**src/verilog/iepr_cfg.svh**
```systemverilog
`ifndef IEPR_CFG_SVH
`define IEPR_CFG_SVH

// register indices; byte address on the bus is four times the index
`define IEPR_IDX_ENABLE_0     8'hA8
`define IEPR_IDX_ENABLE_1     8'hB1
`define IEPR_IDX_PRIO_LOW_1   8'hB2
`define IEPR_IDX_PRIO_HIGH_1  8'hB3
`define IEPR_IDX_PRIO_HIGH_0  8'hB7
`define IEPR_IDX_PRIO_LOW_0   8'hB8

// reset values
`define IEPR_RST_ENABLE       8'h00
`define IEPR_RST_PRIO         8'h00

// writable bit masks: bank 1 has bits 7 and 5 unused, bank 0 priority bit 7 unused
`define IEPR_MASK_ENABLE_0    8'hFF
`define IEPR_MASK_BANK_1      8'h5F
`define IEPR_MASK_PRIO_0      8'h7F

// field positions
`define IEPR_BIT_GLOBAL_GATE  7
`define IEPR_BIT_USB          6

// vector table: first vector and spacing in bytes
`define IEPR_VECTOR_BASE      16'h0003
`define IEPR_VECTOR_STEP      16'h0008

`endif

```
**src/verilog/iepr_pkg.sv**
```systemverilog
package iepr_pkg;

	// two-bit priority level, 0 lowest and 3 highest
	typedef logic [1:0] iepr_level_type;

	// sources in fixed polling order, index 0 polled first
	typedef enum logic [3:0] {
		IEPR_SRC_EXT_PIN0  = 4'h0,
		IEPR_SRC_TIMER0    = 4'h1,
		IEPR_SRC_EXT_PIN1  = 4'h2,
		IEPR_SRC_TIMER1    = 4'h3,
		IEPR_SRC_SERIAL    = 4'h4,
		IEPR_SRC_DECODER   = 4'h5,
		IEPR_SRC_AUDIO     = 4'h6,
		IEPR_SRC_CARD      = 4'h7,
		IEPR_SRC_TWO_WIRE  = 4'h8,
		IEPR_SRC_SPI       = 4'h9,
		IEPR_SRC_CONVERTER = 4'hA,
		IEPR_SRC_KEYPAD    = 4'hB,
		IEPR_SRC_USB       = 4'hC
	} iepr_source_type;

endpackage

```
**src/verilog/iepr_arbiter.sv**
```systemverilog
`timescale 1ns/1ps
// picks the pending source of highest level, lowest index within a level
module iepr_arbiter
	import iepr_pkg::*;
#(
	parameter int N_SRC = 13
) (
	// candidates
	input  wire logic [N_SRC-1:0]   i_pending,
	input  wire logic [2*N_SRC-1:0] i_levels,
	// choice
	output logic                    o_found,
	output logic [3:0]              o_index,
	output iepr_level_type          o_level
);

	// scan upward; only a strictly higher level displaces an earlier pick
	always_comb begin
		o_found = 1'b0;
		o_index = 4'h0;
		o_level = 2'h0;
		for (int i = 0; i < N_SRC; i++) begin
			if (i_pending[i] && (!o_found || i_levels[2*i +: 2] > o_level)) begin
				o_found = 1'b1;
				o_index = 4'(i);
				o_level = i_levels[2*i +: 2];
			end
		end
	end

endmodule

```
**src/verilog/iepr_top.sv**
```systemverilog
`timescale 1ns/1ps
`include "iepr_cfg.svh"

// Behaviour
// The first enable register holds the global gate at bit 7 and audio, decoder, serial, timer 1, ext 1, timer 0, ext 0 enables at bits 6 to 0.
// The second enable register holds USB at 6, keypad at 4, converter at 3, SPI at 2, two-wire at 1 and card at 0, with bits 7 and 5 unused.
// The USB and keypad enables pass their source's request when one and block it when zero.
// The converter, SPI, two-wire and card enables pass their source's request when set and block it when clear.
// Unused bits 7 and 5 of the second enable and both second-bank priority registers read zero and software never writes them to one (the bench writes FFh).
// Bit 7 of the first priority registers is undefined on read and at reset, software must not set it (the bench writes FFh), and the other bits reset to zero.
// Both enable registers and the second high-priority register clear to zero on reset.
// The first high-priority register holds level MSBs for audio, decoder, serial, timer 1, ext 1, timer 0, ext 0 at bits 6 to 0.
// The second high-priority register holds level MSBs for USB at 6, keypad at 4, converter at 3, SPI at 2, two-wire at 1, card at 0.
// The first low-priority register holds level LSBs for audio, decoder, serial, timer 1, ext 1, timer 0, ext 0 at bits 6 to 0.
// The second low-priority register holds level LSBs for USB at 6, keypad at 4, converter at 3, SPI at 2, two-wire at 1, card at 0.
// With the global gate at zero no source interrupts; with it at one each source follows its own enable.
// A source's level is its MSB and LSB taken together, 0 lowest to 3 highest.
// A running handler is preempted only by a strictly higher level, and higher levels are served first.
// Equal levels resolve in the fixed polling order, vectors starting at 0003h with 8-byte spacing.
// Edge-mode external and timer request flags clear when vectored, all other flags are cleared by software.
module iepr_top
	import iepr_pkg::*;
#(
	parameter int N_SRC = 13
) (
	// clock and reset
	input  wire logic             i_sys_clk,
	input  wire logic             i_nrst,
	// wishbone slave
	input  wire logic             i_wb_cyc,
	input  wire logic             i_wb_stb,
	input  wire logic             i_wb_we,
	input  wire logic [9:0]       i_wb_adr,
	input  wire logic [3:0]       i_wb_sel,
	input  wire logic [31:0]      i_wb_dat,
	output logic      [31:0]      o_wb_dat,
	output logic                  o_wb_ack,
	// request flags from peripherals, polling order
	input  wire logic [N_SRC-1:0] i_irq_req,
	input  wire logic [1:0]       i_ext_edge_mode,
	// core handshake
	input  wire logic             i_irq_take,
	input  wire logic             i_irq_return,
	output logic                  o_irq_valid,
	output logic      [15:0]      o_irq_vector,
	output logic      [1:0]       o_irq_level,
	output logic      [N_SRC-1:0] o_flag_clear
);

	// reset release through two flops
	logic       rst_meta_reg;
	logic       rst_sync_n_reg;

	always_ff @(posedge i_sys_clk or negedge i_nrst) begin
		if (!i_nrst) begin
			rst_meta_reg   <= 1'b0;
			rst_sync_n_reg <= 1'b0;
		end else begin
			rst_meta_reg   <= 1'b1;
			rst_sync_n_reg <= rst_meta_reg;
		end
	end

	// register bank
	logic [7:0]  enable_0_reg;
	logic [7:0]  enable_1_reg;
	logic [7:0]  prio_high_0_reg;
	logic [7:0]  prio_low_0_reg;
	logic [7:0]  prio_high_1_reg;
	logic [7:0]  prio_low_1_reg;
	logic [31:0] rdata_reg;
	logic        ack_reg;

	// bus decode; the index is the byte address divided by four
	wire  [7:0]  bus_index  = i_wb_adr[9:2];
	wire         bus_req    = i_wb_cyc && i_wb_stb && !ack_reg;
	wire         bus_wr     = bus_req && i_wb_we && i_wb_sel[0];
	wire  [7:0]  wbyte      = i_wb_dat[7:0];
	wire         hit_en_0   = bus_index == `IEPR_IDX_ENABLE_0;
	wire         hit_en_1   = bus_index == `IEPR_IDX_ENABLE_1;
	wire         hit_ph_0   = bus_index == `IEPR_IDX_PRIO_HIGH_0;
	wire         hit_pl_0   = bus_index == `IEPR_IDX_PRIO_LOW_0;
	wire         hit_ph_1   = bus_index == `IEPR_IDX_PRIO_HIGH_1;
	wire         hit_pl_1   = bus_index == `IEPR_IDX_PRIO_LOW_1;

	// readback mux; unmapped indices read zero, reserved bits read zero
	wire  [7:0]  rd_byte =
		hit_en_0 ? enable_0_reg :
		hit_en_1 ? (enable_1_reg & `IEPR_MASK_BANK_1) :
		hit_ph_0 ? (prio_high_0_reg & `IEPR_MASK_PRIO_0) :
		hit_pl_0 ? (prio_low_0_reg & `IEPR_MASK_PRIO_0) :
		hit_ph_1 ? (prio_high_1_reg & `IEPR_MASK_BANK_1) :
		hit_pl_1 ? (prio_low_1_reg & `IEPR_MASK_BANK_1) :
		8'h00;

	// one-wait-state ack: answer the edge after the request is seen, drop next
	always_ff @(posedge i_sys_clk or negedge rst_sync_n_reg) begin
		if (!rst_sync_n_reg) begin
			ack_reg   <= 1'b0;
			rdata_reg <= 32'h0000_0000;
		end else begin
			ack_reg   <= bus_req;
			rdata_reg <= bus_req ? {24'h00_0000, rd_byte} : 32'h0000_0000;
		end
	end

	// writes; unused bits are masked so a stray one never lands in them
	always_ff @(posedge i_sys_clk or negedge rst_sync_n_reg) begin
		if (!rst_sync_n_reg) begin
			enable_0_reg    <= `IEPR_RST_ENABLE;
			enable_1_reg    <= `IEPR_RST_ENABLE;
			prio_high_0_reg <= `IEPR_RST_PRIO;
			prio_low_0_reg  <= `IEPR_RST_PRIO;
			prio_high_1_reg <= `IEPR_RST_PRIO;
			prio_low_1_reg  <= `IEPR_RST_PRIO;
		end else if (bus_wr) begin
			if (hit_en_0)
				enable_0_reg <= wbyte & `IEPR_MASK_ENABLE_0;
			if (hit_en_1)
				enable_1_reg <= wbyte & `IEPR_MASK_BANK_1;
			if (hit_ph_0)
				prio_high_0_reg <= wbyte & `IEPR_MASK_PRIO_0;
			if (hit_pl_0)
				prio_low_0_reg <= wbyte & `IEPR_MASK_PRIO_0;
			if (hit_ph_1)
				prio_high_1_reg <= wbyte & `IEPR_MASK_BANK_1;
			if (hit_pl_1)
				prio_low_1_reg <= wbyte & `IEPR_MASK_BANK_1;
		end
	end

	// gather a bank-1 register into sources 7..12 (card .. USB), skipping bit 5
	function automatic logic [5:0] bank1_fields(input logic [7:0] r);
		bank1_fields = {r[`IEPR_BIT_USB], r[4:0]};
	endfunction

	// per-source enable, MSB and LSB in polling order
	wire  [N_SRC-1:0] src_enable = {bank1_fields(enable_1_reg), enable_0_reg[6:0]};
	wire  [N_SRC-1:0] src_msb    = {bank1_fields(prio_high_1_reg), prio_high_0_reg[6:0]};
	wire  [N_SRC-1:0] src_lsb    = {bank1_fields(prio_low_1_reg), prio_low_0_reg[6:0]};
	wire              gate       = enable_0_reg[`IEPR_BIT_GLOBAL_GATE];

	// level of each source, MSB above LSB
	logic [2*N_SRC-1:0] src_levels;
	always_comb begin
		src_levels = '0;
		for (int i = 0; i < N_SRC; i++)
			src_levels[2*i +: 2] = {src_msb[i], src_lsb[i]};
	end

	// levels whose handlers are in progress, one bit per level
	logic [3:0] active_reg;

	// one above the highest level in progress; an empty set gives 0 and admits any request
	function automatic logic [2:0] top_active(input logic [3:0] act);
		top_active = 3'h0;
		for (int l = 0; l < 4; l++)
			if (act[l])
				top_active = 3'(l + 1);
	endfunction

	wire  [2:0] floor_lvl = top_active(active_reg);

	// requests that pass the global gate and their own enable
	wire  [N_SRC-1:0] pending = gate ? (i_irq_req & src_enable) : '0;

	// only levels strictly above the one in progress may preempt
	logic [N_SRC-1:0] eligible;
	always_comb begin
		eligible = '0;
		for (int i = 0; i < N_SRC; i++)
			eligible[i] = pending[i] && ({1'b0, src_levels[2*i +: 2]} >= floor_lvl);
	end

	logic           win_found;
	logic [3:0]     win_index;
	iepr_level_type win_level;

	iepr_arbiter #(
		.N_SRC    (N_SRC)
	) u_arbiter (
		.i_pending(eligible),
		.i_levels (src_levels),
		.o_found  (win_found),
		.o_index  (win_index),
		.o_level  (win_level)
	);

	// vector slot: USB sits past a reserved slot
	wire  [3:0]  win_slot = (win_index == IEPR_SRC_USB) ? 4'hD : win_index;
	wire  [15:0] win_vec  = `IEPR_VECTOR_BASE + {win_slot, 3'b000};

	// presented request, held index for the take
	logic [3:0]  shown_index_reg;
	logic        valid_reg;
	logic [15:0] vector_reg;
	logic [1:0]  level_reg;
	wire         take = i_irq_take && valid_reg;

	// the take uses the registered choice so the core sees exactly what it took
	always_ff @(posedge i_sys_clk or negedge rst_sync_n_reg) begin
		if (!rst_sync_n_reg) begin
			valid_reg       <= 1'b0;
			vector_reg      <= 16'h0000;
			level_reg       <= 2'h0;
			shown_index_reg <= 4'h0;
		end else begin
			valid_reg       <= win_found && !take;
			vector_reg      <= win_vec;
			level_reg       <= win_level;
			shown_index_reg <= win_index;
		end
	end

	// return clears the top level in progress; a take in the same cycle still lands
	logic [3:0] active_next;
	always_comb begin
		active_next = active_reg;
		if (i_irq_return && floor_lvl != 3'h0)
			active_next[floor_lvl[1:0] - 2'h1] = 1'b0;
		if (take)
			active_next[level_reg] = 1'b1;
	end

	// edge-mode externals and timers get their flag cleared when vectored
	wire        is_ext0  = shown_index_reg == IEPR_SRC_EXT_PIN0;
	wire        is_ext1  = shown_index_reg == IEPR_SRC_EXT_PIN1;
	wire        is_timer = shown_index_reg == IEPR_SRC_TIMER0 ||
	                       shown_index_reg == IEPR_SRC_TIMER1;
	wire        hw_clear = is_timer || (is_ext0 && i_ext_edge_mode[0]) ||
	                       (is_ext1 && i_ext_edge_mode[1]);
	logic [N_SRC-1:0] clear_next;
	always_comb begin
		clear_next = '0;
		if (take && hw_clear)
			clear_next[shown_index_reg] = 1'b1;
	end

	always_ff @(posedge i_sys_clk or negedge rst_sync_n_reg) begin
		if (!rst_sync_n_reg) begin
			active_reg   <= 4'h0;
			o_flag_clear <= '0;
		end else begin
			active_reg   <= active_next;
			o_flag_clear <= clear_next;
		end
	end

	// outputs straight from flops
	assign o_wb_ack     = ack_reg;
	assign o_wb_dat     = rdata_reg;
	assign o_irq_valid  = valid_reg;
	assign o_irq_vector = vector_reg;
	assign o_irq_level  = level_reg;

endmodule
```
**config.mk**
```make
export PLATFORM = sky130hd
export DESIGN_NAME = iepr_top
export DESIGN_NICKNAME = d
export VERILOG_FILES = /design/src/verilog/iepr_pkg.sv /design/src/verilog/iepr_arbiter.sv /design/src/verilog/iepr_top.sv
export VERILOG_INCLUDE_DIRS = /design/src /design/src/verilog
export SDC_FILE = /design/constraint.sdc
export NUM_CORES = 1
export LEC_CHECK = 0
export ABC_AREA = 1
export BUFFER_PORTS_ARGS = -buffer_cell sky130_fd_sc_hd__buf_2
export CORE_ASPECT_RATIO = 1.4
export CORE_MARGIN = 3
export CORE_UTILIZATION = 40
export CTS_CLUSTER_DIAMETER = 60
export DETAILED_ROUTE_END_ITERATION = 8
export PLACE_DENSITY_LB_ADDON = 0.1
export SLEW_MARGIN = 0
export SYNTH_ARGS = -nofsm -noshare
export SYNTH_HDL_FRONTEND = slang
export SYNTH_SLANG_ARGS = --single-unit
```
**constraint.sdc**
```tcl
create_clock -name i_sys_clk -period 3.1 [get_ports i_sys_clk]
set_input_delay 0.31 -clock i_sys_clk [delete_from_list [all_inputs] [get_ports i_sys_clk]]
set_output_delay 0.31 -clock i_sys_clk [all_outputs]
set_load 0.01 [all_outputs]
```
## Word level (Yosys, flattened, before mapping)

Cells that the tools add are included.

| storage, ports and cells | value |
|---|---|
| register bits after elaboration | 83 |
| output and inout bits | 65 |
| logic and storage cells | 198 |

| cells by class | value |
|---|---|
| $add $sub $neg | 2 |
| magnitude comparators | 31 |
| eq/ne operators | 10 |
| mux-type cells | 60 |
| bitwise operators | 4 |
| reduce and logical (&&, ||, !) cells | 75 |

Operators with widths:

| operator | count |
|---|---|
| == test 8 bit, second input constant | 6 |
| greater-or-equal comparator 2 x 3 -> 1 bit | 13 |
| logical AND 1 bit | 38 |
| 2-to-1 mux 7 bit | 5 |
| 2-to-1 mux 2 bit | 17 |
| 2-to-1 mux 4 bit | 8 |
| 2-to-1 mux 13 bit | 2 |
| greater-than comparator 2 bit | 12 |
| 2-to-1 mux 1 bit | 18 |
| 2-to-1 mux 8 bit | 2 |
| logical OR 1 bit | 15 |
| 2-to-1 mux 3 bit | 5 |
| zero test 1 bit | 14 |
| bitwise AND 13 bit | 1 |
| AND reduction 2 bit | 6 |
| adder 2 x 7 -> 8 bit, first input constant | 1 |
| == test 4 x 2 -> 1 bit, second input constant | 2 |
| < comparator 2 x 3 -> 1 bit, second input constant | 2 |
| < comparator 4 x 5 -> 1 bit, second input constant | 1 |
| bitwise AND 4 bit | 1 |
| demux 1 bit (select 2 bit) | 2 |
| demux 1 bit (select 4 bit) | 1 |
| == test 4 x 1 -> 1 bit, second input constant | 1 |
| == test 4 bit, second input constant | 1 |
| other kinds (7) | 8 |

## Logic depth before layout (Yosys ltp)

| logic depth | value |
|---|---|
| depth after elaboration | 58 |
| depth in mapped cells | 109 |

## Cells and area by module

From an unflattened synthesis, not the netlist that was laid out.

| unflattened totals | value |
|---|---|
| cell total of the unflattened synthesis | 692 |
| area total of the unflattened synthesis | 5,481.5 um^2 |

Modules (own cells, without submodules):

| module | instances | cells each | area each (um^2) | seq. area each (um^2) |
|---|---|---|---|---|
| iepr_top | 1 | 465 | 4,269.1 | 2,001.9 |
| iepr_arbiter | 1 | 227 | 1,212.4 | 0.0 |

## Worst setup path before layout

OpenSTA, ideal clock, no wires.

| path | value |
|---|---|
| path kind | reg2reg |
| start point | reg active_reg[1] |
| end point | reg level_reg[1] (netlist: o_irq_level[1]) |
| setup time | 0.118 ns |
| arrival time | 12.290 ns |
| required time | 2.982 ns |
| path slack | -9.308 ns |
| cell stages (with the launch flop) | 103 |
| path buffers | 0 |
| period minus slack after synthesis | 12.408 ns |
| cells stage by stage | dfrtp_1 > inv_1 > a21oi_1 > nor2_1 > ha_1 > inv_1 > nand2_1 > nand2_1 > nand2_1 > nand2_2 > nor2_1 > ha_1 > nand2_1 > nand2_1 > nand3_1 > nand2_1 > nand2_1 > nand2_1 > [67 not listed] > ha_1 > inv_1 > nor2_1 > o21ai_0 > nand2_1 > nand2_1 > inv_1 > nand2_1 > nand2_1 > ha_1 > inv_1 > nor2_1 > o21ai_0 > nand2_1 > nand2_1 > inv_1 > nand2_1 > nand2_1 |

| between the ends | value |
|---|---|
| cells in the longest elaborated chain, start to end | 54 |
| elaborated cells on any way between the ends | 102 |
| classes of those cells | order compare: 25; mux: 28; reduce/logical: 49 |

RTL lines:

| what | RTL line | text |
|---|---|---|
| start: declaration | iepr_top.sv:152 | `logic [3:0] active_reg;` |
| start signal: assignment | iepr_top.sv:244 | `active_reg <= active_next;` |
| 2-to-1 mux 2 bit (*) (2 in a row) | iepr_top.sv:158 | `if (act[l])` |
| 2-to-1 mux 3 bit (*) | iepr_top.sv:158 |  |
| greater-or-equal comparator 2 x 3 -> 1 bit | iepr_top.sv:172 | `eligible[i] = pending[i] && ({1'b0, src_levels[2*i +: 2]} >= floor_lvl);` |
| logical AND 1 bit | iepr_top.sv:172 |  |
| 2-to-1 mux 2 bit or 2-to-1 mux 1 bit (tied branches) | iepr_arbiter.sv:23 | `if (i_pending[i] && (!o_found \|\| i_levels[2*i +: 2] > o_level)) begin` |
| greater-than comparator 2 bit or zero test 1 bit (tied branches) | iepr_arbiter.sv:23 |  |
| logical OR 1 bit | iepr_arbiter.sv:23 |  |
| logical AND 1 bit | iepr_arbiter.sv:23 |  |
| [38 not listed] | - |  |
| logical OR 1 bit | iepr_arbiter.sv:23 |  |
| logical AND 1 bit | iepr_arbiter.sv:23 |  |
| 2-to-1 mux 2 bit or 2-to-1 mux 1 bit (tied branches) | iepr_arbiter.sv:23 |  |
| greater-than comparator 2 bit or zero test 1 bit (tied branches) | iepr_arbiter.sv:23 |  |
| logical OR 1 bit | iepr_arbiter.sv:23 |  |
| logical AND 1 bit | iepr_arbiter.sv:23 |  |
| 2-to-1 mux 2 bit (*) | iepr_arbiter.sv:23 |  |
| named net u_arbiter.o_level[1] | iepr_arbiter.sv:14 | `output iepr_level_type o_level` |
| end signal: assignment | iepr_top.sv:210 | `level_reg <= win_level;` |
| end: declaration | iepr_top.sv:197 | `logic [1:0] level_reg;` |

Mark *: on every way through the listed nets, which the timed path passes. The rest lies on a longest branch.
A chain may end at the register's enable or synchronous reset.

## Final worst setup path

| path | value |
|---|---|
| start point | reg active_reg[0] |
| end point | reg level_reg[0] (netlist: o_irq_level[0]) |

| between the ends | value |
|---|---|
| cells in the longest elaborated chain, start to end | 55 |
| elaborated cells on any way between the ends | 103 |
| classes of those cells | order compare: 25; mux: 29; reduce/logical: 49 |

RTL lines:

| what | RTL line |
|---|---|
| 2-to-1 mux 1 bit (*) | iepr_top.sv:158 |
| 2-to-1 mux 2 bit (*) (2 in a row) | iepr_top.sv:158 |
| 2-to-1 mux 3 bit (*) | iepr_top.sv:158 |
| greater-or-equal comparator 2 x 3 -> 1 bit | iepr_top.sv:172 |
| logical AND 1 bit | iepr_top.sv:172 |
| 2-to-1 mux 2 bit or 2-to-1 mux 1 bit (tied branches) | iepr_arbiter.sv:23 |
| greater-than comparator 2 bit or zero test 1 bit (tied branches) | iepr_arbiter.sv:23 |
| logical OR 1 bit | iepr_arbiter.sv:23 |
| [39 not listed] | - |
| logical OR 1 bit | iepr_arbiter.sv:23 |
| logical AND 1 bit | iepr_arbiter.sv:23 |
| 2-to-1 mux 2 bit or 2-to-1 mux 1 bit (tied branches) | iepr_arbiter.sv:23 |
| greater-than comparator 2 bit or zero test 1 bit (tied branches) | iepr_arbiter.sv:23 |
| logical OR 1 bit | iepr_arbiter.sv:23 |
| logical AND 1 bit | iepr_arbiter.sv:23 |
| 2-to-1 mux 2 bit (*) | iepr_arbiter.sv:23 |
| named net u_arbiter.o_level[0] | iepr_arbiter.sv:14 |

Marks and branches as above.

==> metrics.cfg <==
[sta]
finalSetupViolCount = 10
timing.final.ws_setup_ns = -8.741
period_share_pct = 382.0
slew_headroom_pct = 32.62
fin_hold_ws_ns = 0.1909
tns_ns = -79.32
worst_slew_pin_slew_ns = 1.011
fmax_mhz = 84.46
skew_ns = 0.008349
min_period_ns = 11.84
rsz0062_at_grt = true
final-max-slew-violation-count = 0
hold_viol_final = 0

[clock_tree]
root_buffer = clkbuf_16
h-tree-depth = 3
cts_buffers = 9
insertion_delay_ns = 0.34
clockBufferDepth = 2
clock-sinks = 79
clk_pin_slew_worst_paths_ns = 0.06
cts_tree = done

[power]
seqPwrFrac_pct = 42.3
p_leak_nw = 3.952
intPower_w = 0.001849
peakVddDrop_mv = 0.2339
p_comb_share_pct = 16.0
pwr_density_cell_mw_per_mm2 = 331.8
pwr-share-clk_pct = 41.7
switchingPower_w = 0.0007152
p_total_w = 0.002565
switching_share_pct = 27.89

[drt]
wire_per_inst_um = 14.89
num_vias = 5227
viasPerCell = 4.862
drtIter0Drc = 197
ant_nets = 0
first_pass_iters = 6
drt_wl_total_um = 16000
drc = 0

[die]
die_width_um = 101.5
coreArea_mm2 = 0.01243
dieArea_mm2 = 0.01419
initial_core_util_pct = 41.10
io_pins = 133
die_h_um = 139.7
row_count = 48

[critical_path]
crit_required_ns = 3.33
worstRegToRegCells = 104
crit_arrival_ns = 12.07
crit_fanout = 8
critPathKind = reg -> reg
start_kind = flop
cp_slowest_stage_delay_ns = 0.39
critPathSlowestCell = dfrtp_1
end_kind = flop
r2r-end = o_irq_level[0]$_DFF_PN0_
timing.rr.start = active_reg[0]$_DFF_PN0_
reg2reg_slack_ns = -8.74
cpMostUsedCell = nand2_2

[finish]
areaGrowthSynthToFinish_pct = 51.27
drive_gt1_share_pct = 43.89
nets = 1035
fillCellCount = 1072
largest_reg_flops = 13
diodes = 0

[synth]
synthArstFlopShare_pct = 100.0
seq_area_frac_synth_pct = 38.69
synth-seq-cells = 79
syn_area_mm2 = 0.005110
yosysWarnings = 0
synth_cell_types = 34
synthCells = 655
synth.avg_cell_area_um2 = 7.801
synth-edff-count = 0
synthFlopType = dfrtp_1

[placement]
dpl.hpwl_um = 11280
gp_congestion = 0.9074
port_buffers = 69
dp_slack_ns = -8.782

[global_routing]
overflow = 0
grt_max_degree = 78
grt_pass1_wl_um = 24960
grt_use_total_pct = 22.61
antenna_found_initial = 0
grt_pass1_vias = 5239

[hold_path]
hp-class = in -> reg
hold_depth = 2
worstHoldStart = i_irq_return
whs_endpoint = active_reg[3]$_DFF_PN0_

[run_status]
status = finished, violations left
violations = setup timing

[run]
maxCapViolCount = 0

-- layout make-up --
class,count,area (um2),area share (%)
Multi-Input combinational cell,479,3152,40.77
Sequential cell,79,1981,25.62
Timing Repair Buffer,254,1744,22.56
Inverter,97,366.6,4.743
Clock buffer,10,229.0,2.962
Tap cell,150,187.7,2.428
Clock inverter,6,70.07,0.9064
-- cell families after synthesis --
group | count (synthesis) | share of synthesized area [%]
AOI/OAI and AO/OA | 120 | 12.66
adders and majority gates | 47 | 11.51
buffers and inverters | 140 | 12.93
DFF | 79 | 38.69
other | 2 | 0.1470
and+or+nand+nor | 267 | 24.07
-- repair_timing --
| item | 4_1_cts | 5_1_grt |
|---|---|---|
| resized for setup | 41 | 51 |
| endpoints found under the hold margin | 2 | 0 |
| setup endpoints to repair | 10 | 10 |
| hold buffers | 1 | 0 |
| setup buffers | 51 | 10 |
| pin swaps | 29 | 73 |
-- routing by layer --
| metal | global-route usage, % | part of all wire, % |
|---|---|---|
| met1 | 26.40 | 39 |
| met2 | 40.17 | 53 |
| met3 | 3.811 | 4.4 |
| met4 | 9.104 | 3.9 |
| met5 | 0 | 0 |
-- critical path, delay by kind of cell, from the launching register on --
family / cells / cell delay, ns
buffers and inverters: 17 / 0.98
adder cells (fa/ha/maj): 13 / 3.08
flip-flops: 1 / 0.39
AND/OR/NAND/NOR: 57 / 5.01
AO/OA/AOI/OAI: 17 / 2.26
-- layout by cell type (no fill, tap or decap), drive strengths merged, types with 3 or more instances in the layout --
master / netlist / final
o21ai: 84 / 84
or2: 5 / 5
nand2: 167 / 167
conb: 2 / 45
nor2: 33 / 33
o22ai: 5 / 5
and2: 6 / 6
nor3: 8 / 8
inv: 96 / 97
nor4: 4 / 4
a21oi: 23 / 23
clkinvlp: 0 / 3
nand3: 42 / 42
ha: 47 / 47
clkbuf: 7 / 10
dfrtp: 79 / 79
buf: 36 / 253
-- synth_stat cells (all sizes together), types with 6 or more instances --
| cell | number | area share [%] |
|---|---|---|
| nand3 | 42 | 5.0 |
| dfrtp | 79 | 39 |
| nand2 | 167 | 14 |
| o21ai | 84 | 8.4 |
| ha | 47 | 12 |
| inv | 96 | 7.1 |
| nor3 | 8 | 0.78 |
| a21oi | 23 | 2.3 |
| nor2 | 33 | 2.7 |
| and2 | 6 | 0.73 |
| clkbuf | 7 | 0.51 |
| buf | 36 | 5.3 |
-- how the worst max path moves through the flow --
stage,start,cells past startpoint,to
final,active_reg[0]$_DFF_PN0_,104,o_irq_level[0]$_DFF_PN0_
after detailed placement,active_reg[0]$_DFF_PN0_,102,o_irq_level[0]$_DFF_PN0_
after CTS,active_reg[0]$_DFF_PN0_,102,o_irq_level[0]$_DFF_PN0_
after floorplan,active_reg[1]$_DFF_PN0_,103,o_irq_level[1]$_DFF_PN0_
after global routing,active_reg[0]$_DFF_PN0_,104,o_irq_level[0]$_DFF_PN0_
after global placement,active_reg[1]$_DFF_PN0_,103,o_irq_level[0]$_DFF_PN0_
-- power groups by stage --
stage / sequential (W) / clock, W / combinational (W)
3_3_place_gp: 0.00110 / 0 / 0.000349
3_5_place_dp: 0.00111 / 0 / 0.000372
4_1_cts: 0.00109 / 0.00110 / 0.000400
2_1_floorplan: 0.00110 / 0 / 0.000244
5_1_grt: 0.00109 / 0.00114 / 0.000471
6_report: 0.00108 / 0.00107 / 0.000410
-- per-stage QoR --
stage	instance area [um2]	utilization (%)	std cells
floorplan	5356	-	698
detailed placement	6520	52.45	997
finish	7730	62.18	1075
global placement	6520	52.45	997
global route	7730	62.18	1075
CTS	7435	59.80	1065
Note: power is estimated with default switching activity, not from simulation.
